`src/include/enc_query_params.svh`:
```
// constants for the encoder query command handler
// assumes byte-wide host link and byte-wide encoder memory port
`ifndef ENC_QUERY_PARAMS_SVH
`define ENC_QUERY_PARAMS_SVH

// command codes, lower-case names as little-endian words
`define ID_CODE        32'h696e6567
`define RAT_CODE       32'h736e6567

// answer lengths in bytes
`define ID_LEN         7'h46
`define RAT_LEN        7'h36
`define CMD_BYTES      7'h04

// end (exclusive) of the memory-sourced span of each answer
`define ID_NVM_END     7'h2c
`define RAT_NVM_END    7'h1c
// first byte of the capability flag word in the ratings answer
`define RAT_FLAG_FIRST 7'h18

// capability flag bits
`define DIFF_OUTPUT_FLAG            32'h0000_0001
`define PUSH_PULL_FLAG              32'h0000_0004
`define INDEX_PRESENT_FLAG          32'h0000_0010
`define REV_SENSOR_PRESENT_FLAG     32'h0000_0040
`define REV_SENSOR_HIGH_ACTIVE_FLAG 32'h0000_0100

// register byte offsets
`define REG_CTRL       4'h0
`define REG_STATUS     4'h4
`define REG_LAST_CMD   4'h8
`define REG_NVM_BASE   4'hc

// reset values
`define CTRL_RST       1'h1
`define ID_BASE_RST    16'h0000
`define RAT_BASE_RST   16'h0040

// status field positions
`define STAT_BUSY      0
`define STAT_UNK_LO    8

`endif

```
`src/include/enc_query_pkg.sv`:
```
// shared types of the encoder query command handler
// assumes enc_query_params.svh defines the numbers
package enc_query_pkg;

    // answer sequencer states
    typedef enum logic [1:0] {
        ST_IDLE,
        ST_FETCH,
        ST_CRC,
        ST_SEND
    } seq_state_e;

    // which query is being answered
    typedef enum logic {
        KIND_ID,
        KIND_RAT
    } query_kind_e;

endpackage : enc_query_pkg

```
`src/hw/answer_sum16.sv`:
```
// running 16-bit byte sum used as the answer checksum
// assumes clear and add are never needed in the same cycle
`timescale 1ns/10ps
module answer_sum16 (
    input  wire logic        clk_i,
    input  wire logic        nrst_i,
    input  wire logic        clear_i,
    input  wire logic        add_i,
    input  wire logic [7:0]  byte_i,
    output logic      [15:0] sum_o
);
    typedef struct packed {
        logic [15:0] sum;    // running sum
    } sum_s;

    sum_s r;
    sum_s next_r;

    // next sum
    always_comb begin
        next_r = r;
        if (clear_i) begin
            next_r.sum = 16'h0000;
        end else if (add_i) begin
            next_r.sum = r.sum + {8'h00, byte_i};
        end
    end

    // sum register
    always_ff @(posedge clk_i or negedge nrst_i) begin
        if (!nrst_i) begin
            r <= '0;
        end else begin
            r <= next_r;
        end
    end

    assign sum_o = r.sum;
endmodule : answer_sum16

```
`src/hw/cmd_word_assembler.sv`:
```
// collects four host bytes into one little-endian command word
// assumes rx bytes are synchronous one-cycle strobes
`timescale 1ns/10ps
module cmd_word_assembler (
    input  wire logic        clk_i,
    input  wire logic        nrst_i,
    input  wire logic [7:0]  rx_byte_i,
    input  wire logic        rx_valid_i,
    input  wire logic        accept_i,
    output logic      [31:0] cmd_o,
    output logic             cmd_valid_o
);
    typedef struct packed {
        logic [31:0] word;   // shift register, first byte lowest
        logic [1:0]  cnt;    // bytes collected so far
        logic        done;   // word complete pulse
    } asm_s;

    asm_s r;
    asm_s next_r;

    // next state
    always_comb begin
        next_r      = r;
        next_r.done = 1'b0;
        // bytes arriving while busy are dropped and restart the word
        if (!accept_i) begin
            next_r.cnt = 2'h0;
        end else if (rx_valid_i) begin
            next_r.word = {rx_byte_i, r.word[31:8]};
            next_r.cnt  = r.cnt + 2'h1;
            next_r.done = (r.cnt == 2'h3);
        end
    end

    // state register
    always_ff @(posedge clk_i or negedge nrst_i) begin
        if (!nrst_i) begin
            r <= '0;
        end else begin
            r <= next_r;
        end
    end

    assign cmd_o       = r.word;
    assign cmd_valid_o = r.done;
endmodule : cmd_word_assembler

```
`src/hw/encoder_info_query_commands.sv`:
```
// encoder identity and ratings query handler with avalon-mm registers
// assumes a byte host link with ready, and a byte encoder memory port
`timescale 1ns/10ps
`include "enc_query_params.svh"
module encoder_info_query_commands (
    input  wire logic        clk_i,
    input  wire logic        nrst_i,
    // avalon-mm slave
    input  wire logic [3:0]  address_i,
    input  wire logic        read_i,
    input  wire logic        write_i,
    input  wire logic [31:0] writedata_i,
    input  wire logic [3:0]  byteenable_i,
    output logic      [31:0] readdata_o,
    output logic             waitrequest_o,
    // host byte link
    input  wire logic [7:0]  rx_byte_i,
    input  wire logic        rx_valid_i,
    output logic      [7:0]  tx_byte_o,
    output logic             tx_valid_o,
    input  wire logic        tx_ready_i,
    // encoder memory read port
    output logic      [15:0] nvm_addr_o,
    output logic             nvm_rd_o,
    input  wire logic [7:0]  nvm_data_i,
    input  wire logic        nvm_valid_i
);

    typedef struct packed {
        enc_query_pkg::seq_state_e  st;        // sequencer state
        enc_query_pkg::query_kind_e kind;      // query in progress
        logic [31:0]                cmd;       // echoed code
        logic [6:0]                 idx;       // byte index in answer
        logic [7:0]                 tx_byte;   // byte on the link
        logic                       tx_valid;  // byte offered
        logic                       nvm_rd;    // memory read strobe
        logic [15:0]                nvm_addr;  // memory address
        logic                       ctrl_en;   // handler enabled
        logic [15:0]                id_base;   // identity record base
        logic [15:0]                rat_base;  // ratings record base
        logic [7:0]                 unk_cnt;   // unknown codes seen
        logic [31:0]                last_cmd;  // last code received
        logic                       wait_req;  // bus wait flag
        logic [31:0]                rdata;     // bus read data
    } top_s;

    top_s r;
    top_s next_r;

    logic [31:0] cmd_word;     // assembled request
    logic        cmd_valid;    // request complete pulse
    logic        accept;       // handler ready for a request
    logic        sum_clear;    // restart checksum
    logic        sum_add;      // add byte to checksum
    logic [15:0] sum;          // checksum so far
    logic [6:0]  len;          // answer length of current kind
    logic [6:0]  nvm_end;      // end of memory span
    logic [15:0] base;         // memory base of current kind
    logic        flag_byte;    // current byte is in flag word
    logic [7:0]  flag_mask;    // defined flag bits of that byte

    // requests only while idle and enabled
    assign accept = r.ctrl_en && (r.st == enc_query_pkg::ST_IDLE);

    // request byte collector
    cmd_word_assembler u_asm (
        .clk_i       (clk_i),
        .nrst_i      (nrst_i),
        .rx_byte_i   (rx_byte_i),
        .rx_valid_i  (rx_valid_i),
        .accept_i    (accept),
        .cmd_o       (cmd_word),
        .cmd_valid_o (cmd_valid)
    );

    // checksum accumulator
    answer_sum16 u_sum (
        .clk_i   (clk_i),
        .nrst_i  (nrst_i),
        .clear_i (sum_clear),
        .add_i   (sum_add),
        .byte_i  (r.tx_byte),
        .sum_o   (sum)
    );

    // per-kind layout selection
    always_comb begin
        if (r.kind == enc_query_pkg::KIND_ID) begin
            len     = `ID_LEN;
            nvm_end = `ID_NVM_END;
            base    = r.id_base;
        end else begin
            len     = `RAT_LEN;
            nvm_end = `RAT_NVM_END;
            base    = r.rat_base;
        end
    end

    // flag word masking, only defined capability bits pass
    always_comb begin
        flag_byte = (r.kind == enc_query_pkg::KIND_RAT) && (r.idx >= `RAT_FLAG_FIRST)
                    && (r.idx < `RAT_NVM_END);
        flag_mask = 8'((`DIFF_OUTPUT_FLAG | `PUSH_PULL_FLAG | `INDEX_PRESENT_FLAG
                       | `REV_SENSOR_PRESENT_FLAG | `REV_SENSOR_HIGH_ACTIVE_FLAG)
                       >> {r.idx[1:0], 3'h0});
    end

    // next state of bus, registers and sequencer
    always_comb begin
        logic [6:0] nidx;
        nidx          = r.idx + 7'h01;
        next_r        = r;
        next_r.nvm_rd = 1'b0;
        sum_clear     = 1'b0;
        sum_add       = 1'b0;

        // bus: one wait cycle, then the access completes
        if ((read_i || write_i) && r.wait_req) begin
            next_r.wait_req = 1'b0;
            next_r.rdata    = 32'h0000_0000;
            if (address_i == `REG_CTRL) begin
                next_r.rdata[0] = r.ctrl_en;
            end else if (address_i == `REG_STATUS) begin
                next_r.rdata[`STAT_BUSY]                 = !accept;
                next_r.rdata[`STAT_UNK_LO +: 8]          = r.unk_cnt;
            end else if (address_i == `REG_LAST_CMD) begin
                next_r.rdata = r.last_cmd;
            end else if (address_i == `REG_NVM_BASE) begin
                next_r.rdata = {r.rat_base, r.id_base};
            end
        end else if ((read_i || write_i) && !r.wait_req) begin
            // access taken at this edge
            next_r.wait_req = 1'b1;
            if (write_i && address_i == `REG_CTRL && byteenable_i[0]) begin
                next_r.ctrl_en = writedata_i[0];
            end else if (write_i && address_i == `REG_NVM_BASE) begin
                // byte lanes of the two base fields
                if (byteenable_i[0]) next_r.id_base[7:0]   = writedata_i[7:0];
                if (byteenable_i[1]) next_r.id_base[15:8]  = writedata_i[15:8];
                if (byteenable_i[2]) next_r.rat_base[7:0]  = writedata_i[23:16];
                if (byteenable_i[3]) next_r.rat_base[15:8] = writedata_i[31:24];
            end
        end

        // answer sequencer
        case (r.st)
            enc_query_pkg::ST_IDLE: begin
                if (cmd_valid) begin
                    next_r.last_cmd = cmd_word;
                    next_r.cmd      = cmd_word;
                    next_r.idx      = 7'h00;
                    next_r.tx_byte  = cmd_word[7:0];
                    sum_clear       = 1'b1;
                    if (cmd_word == `ID_CODE) begin
                        next_r.kind     = enc_query_pkg::KIND_ID;
                        next_r.tx_valid = 1'b1;
                        next_r.st       = enc_query_pkg::ST_SEND;
                    end else if (cmd_word == `RAT_CODE) begin
                        next_r.kind     = enc_query_pkg::KIND_RAT;
                        next_r.tx_valid = 1'b1;
                        next_r.st       = enc_query_pkg::ST_SEND;
                    end else begin
                        // unknown code, no answer
                        next_r.unk_cnt = r.unk_cnt + 8'h01;
                    end
                end
            end
            enc_query_pkg::ST_FETCH: begin
                if (nvm_valid_i) begin
                    next_r.tx_byte  = flag_byte ? (nvm_data_i & flag_mask) : nvm_data_i;
                    next_r.tx_valid = 1'b1;
                    next_r.st       = enc_query_pkg::ST_SEND;
                end
            end
            enc_query_pkg::ST_CRC: begin
                next_r.tx_byte  = sum[7:0];
                next_r.tx_valid = 1'b1;
                next_r.st       = enc_query_pkg::ST_SEND;
            end
            enc_query_pkg::ST_SEND: begin
                if (tx_ready_i) begin
                    sum_add = (r.idx >= `CMD_BYTES) && (r.idx < len - 7'h02);
                    if (r.idx == len - 7'h01) begin
                        next_r.tx_valid = 1'b0;
                        next_r.st       = enc_query_pkg::ST_IDLE;
                    end else begin
                        next_r.idx = nidx;
                        if (nidx < `CMD_BYTES) begin
                            next_r.tx_byte = 8'(r.cmd >> {nidx[1:0], 3'h0});
                        end else if (nidx < nvm_end) begin
                            next_r.tx_valid = 1'b0;
                            next_r.nvm_rd   = 1'b1;
                            next_r.nvm_addr = base + 16'(nidx - `CMD_BYTES);
                            next_r.st       = enc_query_pkg::ST_FETCH;
                        end else if (nidx == len - 7'h02) begin
                            // wait one cycle for the last sum update
                            next_r.tx_valid = 1'b0;
                            next_r.st       = enc_query_pkg::ST_CRC;
                        end else if (nidx == len - 7'h01) begin
                            next_r.tx_byte = sum[15:8];
                        end else begin
                            next_r.tx_byte = 8'h00;
                        end
                    end
                end
            end
            default: begin
                next_r.st = enc_query_pkg::ST_IDLE;
            end
        endcase
    end

    // state register
    always_ff @(posedge clk_i or negedge nrst_i) begin
        if (!nrst_i) begin
            r          <= '0;
            r.st       <= enc_query_pkg::ST_IDLE;
            r.kind     <= enc_query_pkg::KIND_ID;
            r.ctrl_en  <= `CTRL_RST;
            r.id_base  <= `ID_BASE_RST;
            r.rat_base <= `RAT_BASE_RST;
            r.wait_req <= 1'b1;
        end else begin
            r <= next_r;
        end
    end

    // outputs straight from the state register
    assign readdata_o    = r.rdata;
    assign waitrequest_o = r.wait_req;
    assign tx_byte_o     = r.tx_byte;
    assign tx_valid_o    = r.tx_valid;
    assign nvm_addr_o    = r.nvm_addr;
    assign nvm_rd_o      = r.nvm_rd;
endmodule : encoder_info_query_commands

```
`config.mk`:
```
export PLATFORM = sky130hd
export DESIGN_NAME = encoder_info_query_commands
export DESIGN_NICKNAME = d
export VERILOG_FILES = /design/src/include/enc_query_pkg.sv /design/src/hw/answer_sum16.sv /design/src/hw/cmd_word_assembler.sv /design/src/hw/encoder_info_query_commands.sv
export VERILOG_INCLUDE_DIRS = /design/src /design/src/include
export SDC_FILE = /design/constraint.sdc
export NUM_CORES = 1
export LEC_CHECK = 0
export BUFFER_PORTS_ARGS = -buffer_cell sky130_fd_sc_hd__buf_4
export CAP_MARGIN = 25
export CORE_MARGIN = 2
export CORE_UTILIZATION = 36
export CTS_CLUSTER_DIAMETER = 120
export DETAILED_ROUTE_END_ITERATION = 7
export GPL_TIMING_DRIVEN = 0
export PLACE_DENSITY = 0.6
export SKIP_CTS_REPAIR_TIMING = 1
export SLEW_MARGIN = 10
export SYNTH_ARGS = -nofsm -noshare
export SYNTH_HDL_FRONTEND = slang
export SYNTH_SLANG_ARGS = --single-unit
```
`constraint.sdc`:
```
create_clock -name clk_i -period 3.3 [get_ports clk_i]
set_clock_uncertainty 0.15 [all_clocks]
set_input_delay 0.495 -clock clk_i [delete_from_list [all_inputs] [get_ports clk_i]]
set_output_delay 0.495 -clock clk_i [all_outputs]
set_load 0.005 [all_outputs]
```
# Yosys cells after proc, flatten, opt, wreduce, memory -nomap -nowiden
# Index checks and enable logic that the tools add are counted.
[totals]
regBits = 193
output_inout_bits = 59
elab_cells = 147
[op_classes]
addsub = 8
n_lt_le_gt_ge = 6
n_eq_ne = 22
n_shift = 2
n_mux = 51
bitwise_logic = 7
n_reduce_logical = 31
[ops]
columns = ["operator", "n"]
rows = [
  ["$eq A32 B31 Y1 const B", 2],
  ["$mux W16", 4],
  ["$mux W32", 2],
  ["$mux W17", 3],
  ["$mux W51", 1],
  ["$mux W8", 6],
  ["$pmux W9 S4", 1],
  ["$mux W33", 1],
  ["$shr A32 B5 Y8", 1],
  ["$mux W31", 1],
  ["$reduce_and A5 Y1", 5],
  ["$eq A7 B7 Y1", 3],
  ["$mux W18", 1],
  ["$add A16 B16 Y16", 1],
  ["$add A16 B8 Y16", 1],
  ["$mux W15", 1],
  ["$lt A7 B7 Y1", 2],
  ["$mux W1", 14],
  ["$mux W2", 7],
  ["$mux W7", 2],
  ["$pmux W7 S2", 1],
  ["$reduce_and A6 Y1", 2],
  ["$logic_and A1 B1 Y1", 9],
  ["$mux W3", 3],
  ["33 further kinds", 53],
]

# Logic depth before layout (Yosys ltp)
[logic_depth]
depth_word = 10
depth_mapped = 17
depth_no_buf = 15

# Modules after synthesis
# From an unflattened synthesis, not the netlist that was laid out.
[hier_totals]
hier_cells = 1121
area_unflattened_um2 = 11388.4
[by_module_without_submodules]
columns = ["module", "n_inst", "cells_each", "area_per_inst_um2", "seq_area_each_um2"]
rows = [
  ["encoder_info_query_commands", 1, 881, 8528.2, 3557.2],
  ["cmd_word_assembler", 1, 109, 1679.1, 875.8],
  ["answer_sum16", 1, 131, 1181.1, 400.4],
]

# Worst setup path after synthesis
# No wires, ideal clock.
[synth_path]
path_type = "register -> register"
startpoint = "register r[132] (netlist name)"
endpoint = "register r, in the netlist nvm_addr_o[13]"
setup_time_ps = 125
t_arrival_ps = 3088
required_time_ps = 3025
path_slack_ps = -63
stages_incl_launch_ff = 18
path_buffers = 2
synth_period_minus_slack_ps = 3363
cell_sequence = "dfrtp_1 > ha_1 > buf_6 > xnor2_1 > ha_1 > clkbuf_1 > nor2_1 > a211oi_1 > a31oi_1 > xnor2_1 > ha_1 > a2111oi_0 > o31a_1 > o41ai_2 > nand3_1 > nand2_1 > xnor2_1 > mux2_2"
[synth_between]
elab_chain_len = 4
word_cells_on_any_way = 9
cone_classes = "add/sub: 3; order compare: 2; eq/ne: 1; bitwise: 2; reduce/logical: 1"
[synth_rtl]
columns = ["element", "line", "text"]
rows = [
  ["start, declared", "encoder_info_query_commands.sv:47", "top_s r;"],
  ["start signal, assigned", "encoder_info_query_commands.sv:224", "r <= next_r;"],
  ["parallel branches: the longest is 4 deep, another holds $add A16 B16 Y16", "n/a", ""],
]
# Several ways; the timed one is not identified.
# A chain may end at the register's enable or synchronous reset.

# Worst setup path after layout
[layout_path]
startpoint = "register r[133] (netlist name)"
endpoint = "register r, in the netlist nvm_addr_o[13]"
# Same word-level chain as after synthesis.

==> flow_summary.yaml <==
timing:
  worstMarginPinSlew_ns: 1.01
  fin_ws_ns: -0.220
  min_period_over_period_pct: 107
  hold_viol: 0
  rsz0062_at_grt: "yes"
  setup_viol: 4
  fmax_mhz: 284
  fin_crit_ns: 3.52
  slew_viol_final: 0
  slew_headroom_pct: 32.2
synth:
  synth.cell_area_mm2: 0.0107
  ys_types: 72
  seq_area_frac_synth_pct: 45.2
  yosysWarnings: 0
  synth_seq_cells: 193
  synth_area_per_cell_um2: 10.3
  postSynthCellCount: 1038
  synth_ff_type: "dfrtp_1"
  syn_nets: 1142
  ys_async_sr_fraction_pct: 100
  synth_edf_count: 0
routing:
  first_iter_violations: 563
  dr.pass1.iters: 5
  viasPerCell: 5.12
  ant_nets: 0
  routedWlPerCell_um: 18.3
  drc: 0
  vias: 8172
  drt-total-wl_mm: 29.2
clock_tree:
  cts_tree: "built"
  clk_path_buf_depth: 2
  numCtsBuffers: 17
  cts_root_buf: "clkbuf_16"
  cts_max_level: 4
  clkSinkCount: 193
  clk_latency_ns: 0.45
  clk_pin_slew_ns: 0.08
critical_path:
  path_cells: "buf_6 > nand3_4 > xor2_2 > ha_2 > buf_6 > nor2_4 > a211oi_2 > a31oi_1 > xnor2_1 > ha_2 > a2111oi_4 > o31a_1 > o41ai_4 > nand3_1 > nand2_1 > xnor2_1 > mux2_2"
  worst_setup_path_start_kind: "register"
  endpoint_kind: "register"
  required_ns: 3.49
  crit_slowest_cell: "dfrtp_1"
  max_stage_delay_ns: 0.43
  crit_arrival_ns: 3.71
  critPathBufInv: 2
  reg2reg_depth: 17
  crit_type: "register to register"
  worstReg2RegEnd: "nvm_addr_o[13]"
  path_max_fanout: 6
  r2r_setup_slack_ns: -0.22
  r2r-start: "r[133]"
  crit_family: "compound AO/OA/AOI/OAI gates"
placed_design:
  place_congestion: 0.877
  hpwl_mm: 22.1
  dp_slack_ns: -0.732
  dpl.cell_count: 1550
  io_buffers: 120
die:
  rows: 63
  die_area_mm2: 0.0311
  initial_core_util_pct: 36.3
  ios: 122
  die_x_um: 176
  die_h_um: 176
  design.core.area_mm2: 0.0295
cells_and_area:
  diodes: 0
  nNetsFinal: 1299
  layout_commonest_cell: "nand2_1"
  drive_gt1_share_pct: 32.3
  syn2layout_area_growth_pct: 22.0
  final_cell_mix: "nand2_1, buf_4, dfrtp_1, mux2_2, o21ai_0"
  stdcell_count: 1597
hold_path:
  min_path_type: "primary input to register"
  worstHoldStart: "writedata_i[11]"
  holdPathEnd: "r[100]"
  min_path_cells: 2
global_route:
  antenna_found_initial: 0
  gr-usage-all-layers_pct: 18.9
  grt_max_degree: 99
  gr-total-overflow: 0
  grt_pass1_vias: 7894
  grt_pass1_wl_mm: 44.8
power:
  p_per_area_mw_per_mm2: 572
  p_leak_nw: 6.29
  ir_worst_vdd_v: 0.000411
outcome:
  outcome: "finished with violations"
  violations: "negative setup slack"
job:
  maxCapViolCount: 0
-- registers in the layout (all words and copies together) (netlist names) --
register and flops:
r 83, readdata_o 32, u_asm.cmd_o 32, nvm_addr_o 16, u_sum.sum_o 16, tx_byte_o 8, u_asm.r 2, nvm_rd_o 1
tx_valid_o 1, u_asm.cmd_valid_o 1, waitrequest_o 1
-- routing by layer --
metal  global-route usage, %  vias up  wire length, um
met4                    5.54        0              571
met2                    30.8      167            14100
met1                    26.3     4051            13500
li1                        -     3916                -
met5                       0        -                0
met3                    2.58       38             1070
-- logic make-up (layout without fill, tap and decap cells) --
| logic type | Yosys count | after routing | share of synthesized area [%] |
|---|---|---|---|
| DFF | 193 | 193 | 45.2 |
| muxes | 139 | 139 | 15.3 |
| AOI/OAI and AO/OA | 182 | 182 | 11.1 |
| adders and majority gates | 41 | 41 | 4.94 |
| buffers and inverters | 124 | 293 | 6.60 |
| xor gates and xnor gates | 40 | 40 | 3.47 |
| and+or+nand+nor | 319 | 319 | 13.5 |
-- synthesized netlist by cell type (3+ instances only) --
| cell type | number | area (um^2) |
|---|---|---|
| buf_2 | 9 | 45.0 |
| a32o_1 | 4 | 40.0 |
| nand3_1 | 8 | 40.0 |
| nor2b_1 | 9 | 56.3 |
| and3_1 | 6 | 37.5 |
| mux4_2 | 9 | 203 |
| mux2i_1 | 27 | 270 |
| nand2_1 | 196 | 736 |
| nor3b_1 | 4 | 30.0 |
| buf_1 | 7 | 26.3 |
| a211oi_1 | 8 | 60.1 |
| nor4_1 | 3 | 18.8 |
| nor3_1 | 11 | 55.1 |
| inv_1 | 20 | 75.1 |
| xor2_1 | 9 | 78.8 |
| dfstp_2 | 3 | 78.8 |
| a21oi_1 | 35 | 175 |
| and4b_1 | 3 | 30.0 |
| dfrtp_1 | 190 | 4750 |
| xnor2_1 | 29 | 254 |
| clkbuf_1 | 28 | 105 |
| o31ai_1 | 3 | 22.5 |
| nor2_1 | 44 | 165 |
| nand2b_1 | 3 | 18.8 |
| a22oi_1 | 9 | 67.6 |
| nand4_1 | 11 | 68.8 |
| a221oi_1 | 11 | 96.3 |
| o21ai_1 | 3 | 15.0 |
| ha_1 | 39 | 488 |
| a21o_1 | 5 | 37.5 |
| and2_1 | 4 | 25.0 |
| mux2_2 | 103 | 1160 |
| o21a_1 | 7 | 52.6 |
| a31oi_1 | 6 | 37.5 |
| buf_4 | 57 | 428 |
| a2bb2oi_1 | 8 | 70.1 |
| o21ai_0 | 64 | 320 |
-- per-stage QoR --
step / instance area, um^2 / TNS, ns / hold WS [ns] / util [%] / total power [mW]
final: 13000 / -0.621 / 0.127 / 44.3 / 7.47
after global routing: 13000 / -1.54 / 0.119 / 44.3 / 7.87
after CTS: 12700 / -5.09 / -0.0430 / 43.2 / 7.39
after detailed placement: 12100 / -5.20 / 0.326 / 41.2 / 5.26
after global placement: 12100 / -3.84 / 0.315 / 41.0 / 5.20
after floorplan: 10700 / 0 / 0.0494 / - / 4.47
-- worst reg2reg max path, stage by stage (launching register included) --
cell and delay [ns]:
dfrtp_1 0.43, buf_6 0.16, nand3_4 0.07, xor2_2 0.19
ha_2 0.20, buf_6 0.13, nor2_4 0.04, a211oi_2 0.21
a31oi_1 0.08, xnor2_1 0.32, ha_2 0.36, a2111oi_4 0.05
o31a_1 0.16, o41ai_4 0.30, nand3_1 0.14, nand2_1 0.09
xnor2_1 0.07, mux2_2 0.26
-- how the worst max path moves through the flow --
stage                     endpoint    from  cells after the start  slack (ns)
floorplan           nvm_addr_o[13]  r[132]                     17        0.05
global placement    nvm_addr_o[14]  r[171]                     12       -0.60
detailed placement  nvm_addr_o[14]  r[171]                     12       -0.73
CTS                 nvm_addr_o[14]  r[171]                     12       -0.72
global route        nvm_addr_o[13]  r[133]                     17       -0.35
finish              nvm_addr_o[13]  r[133]                     17       -0.22
-- layout make-up --
class	count	area (um^2)
Clock inverter	14	169
Clock buffer	17	425
Sequential cell	193	4840
Multi-Input combinational cell	721	5320
Fill cell	2840	16400
Buffer	102	648
Inverter	21	78.8
Tap cell	390	488
Timing Repair Buffer	139	1080
-- power breakdown --
part           switching [mW]  total, mW  internal (mW)  leakage, nW
logic                   0.980       2.16           1.18         3.41
registers               0.413       3.18           2.77         2.59
clock network           0.990       2.13           1.14        0.291
total                    2.38       7.47           5.09         6.29
No activity file was read; power rests on OpenSTA's default activity.
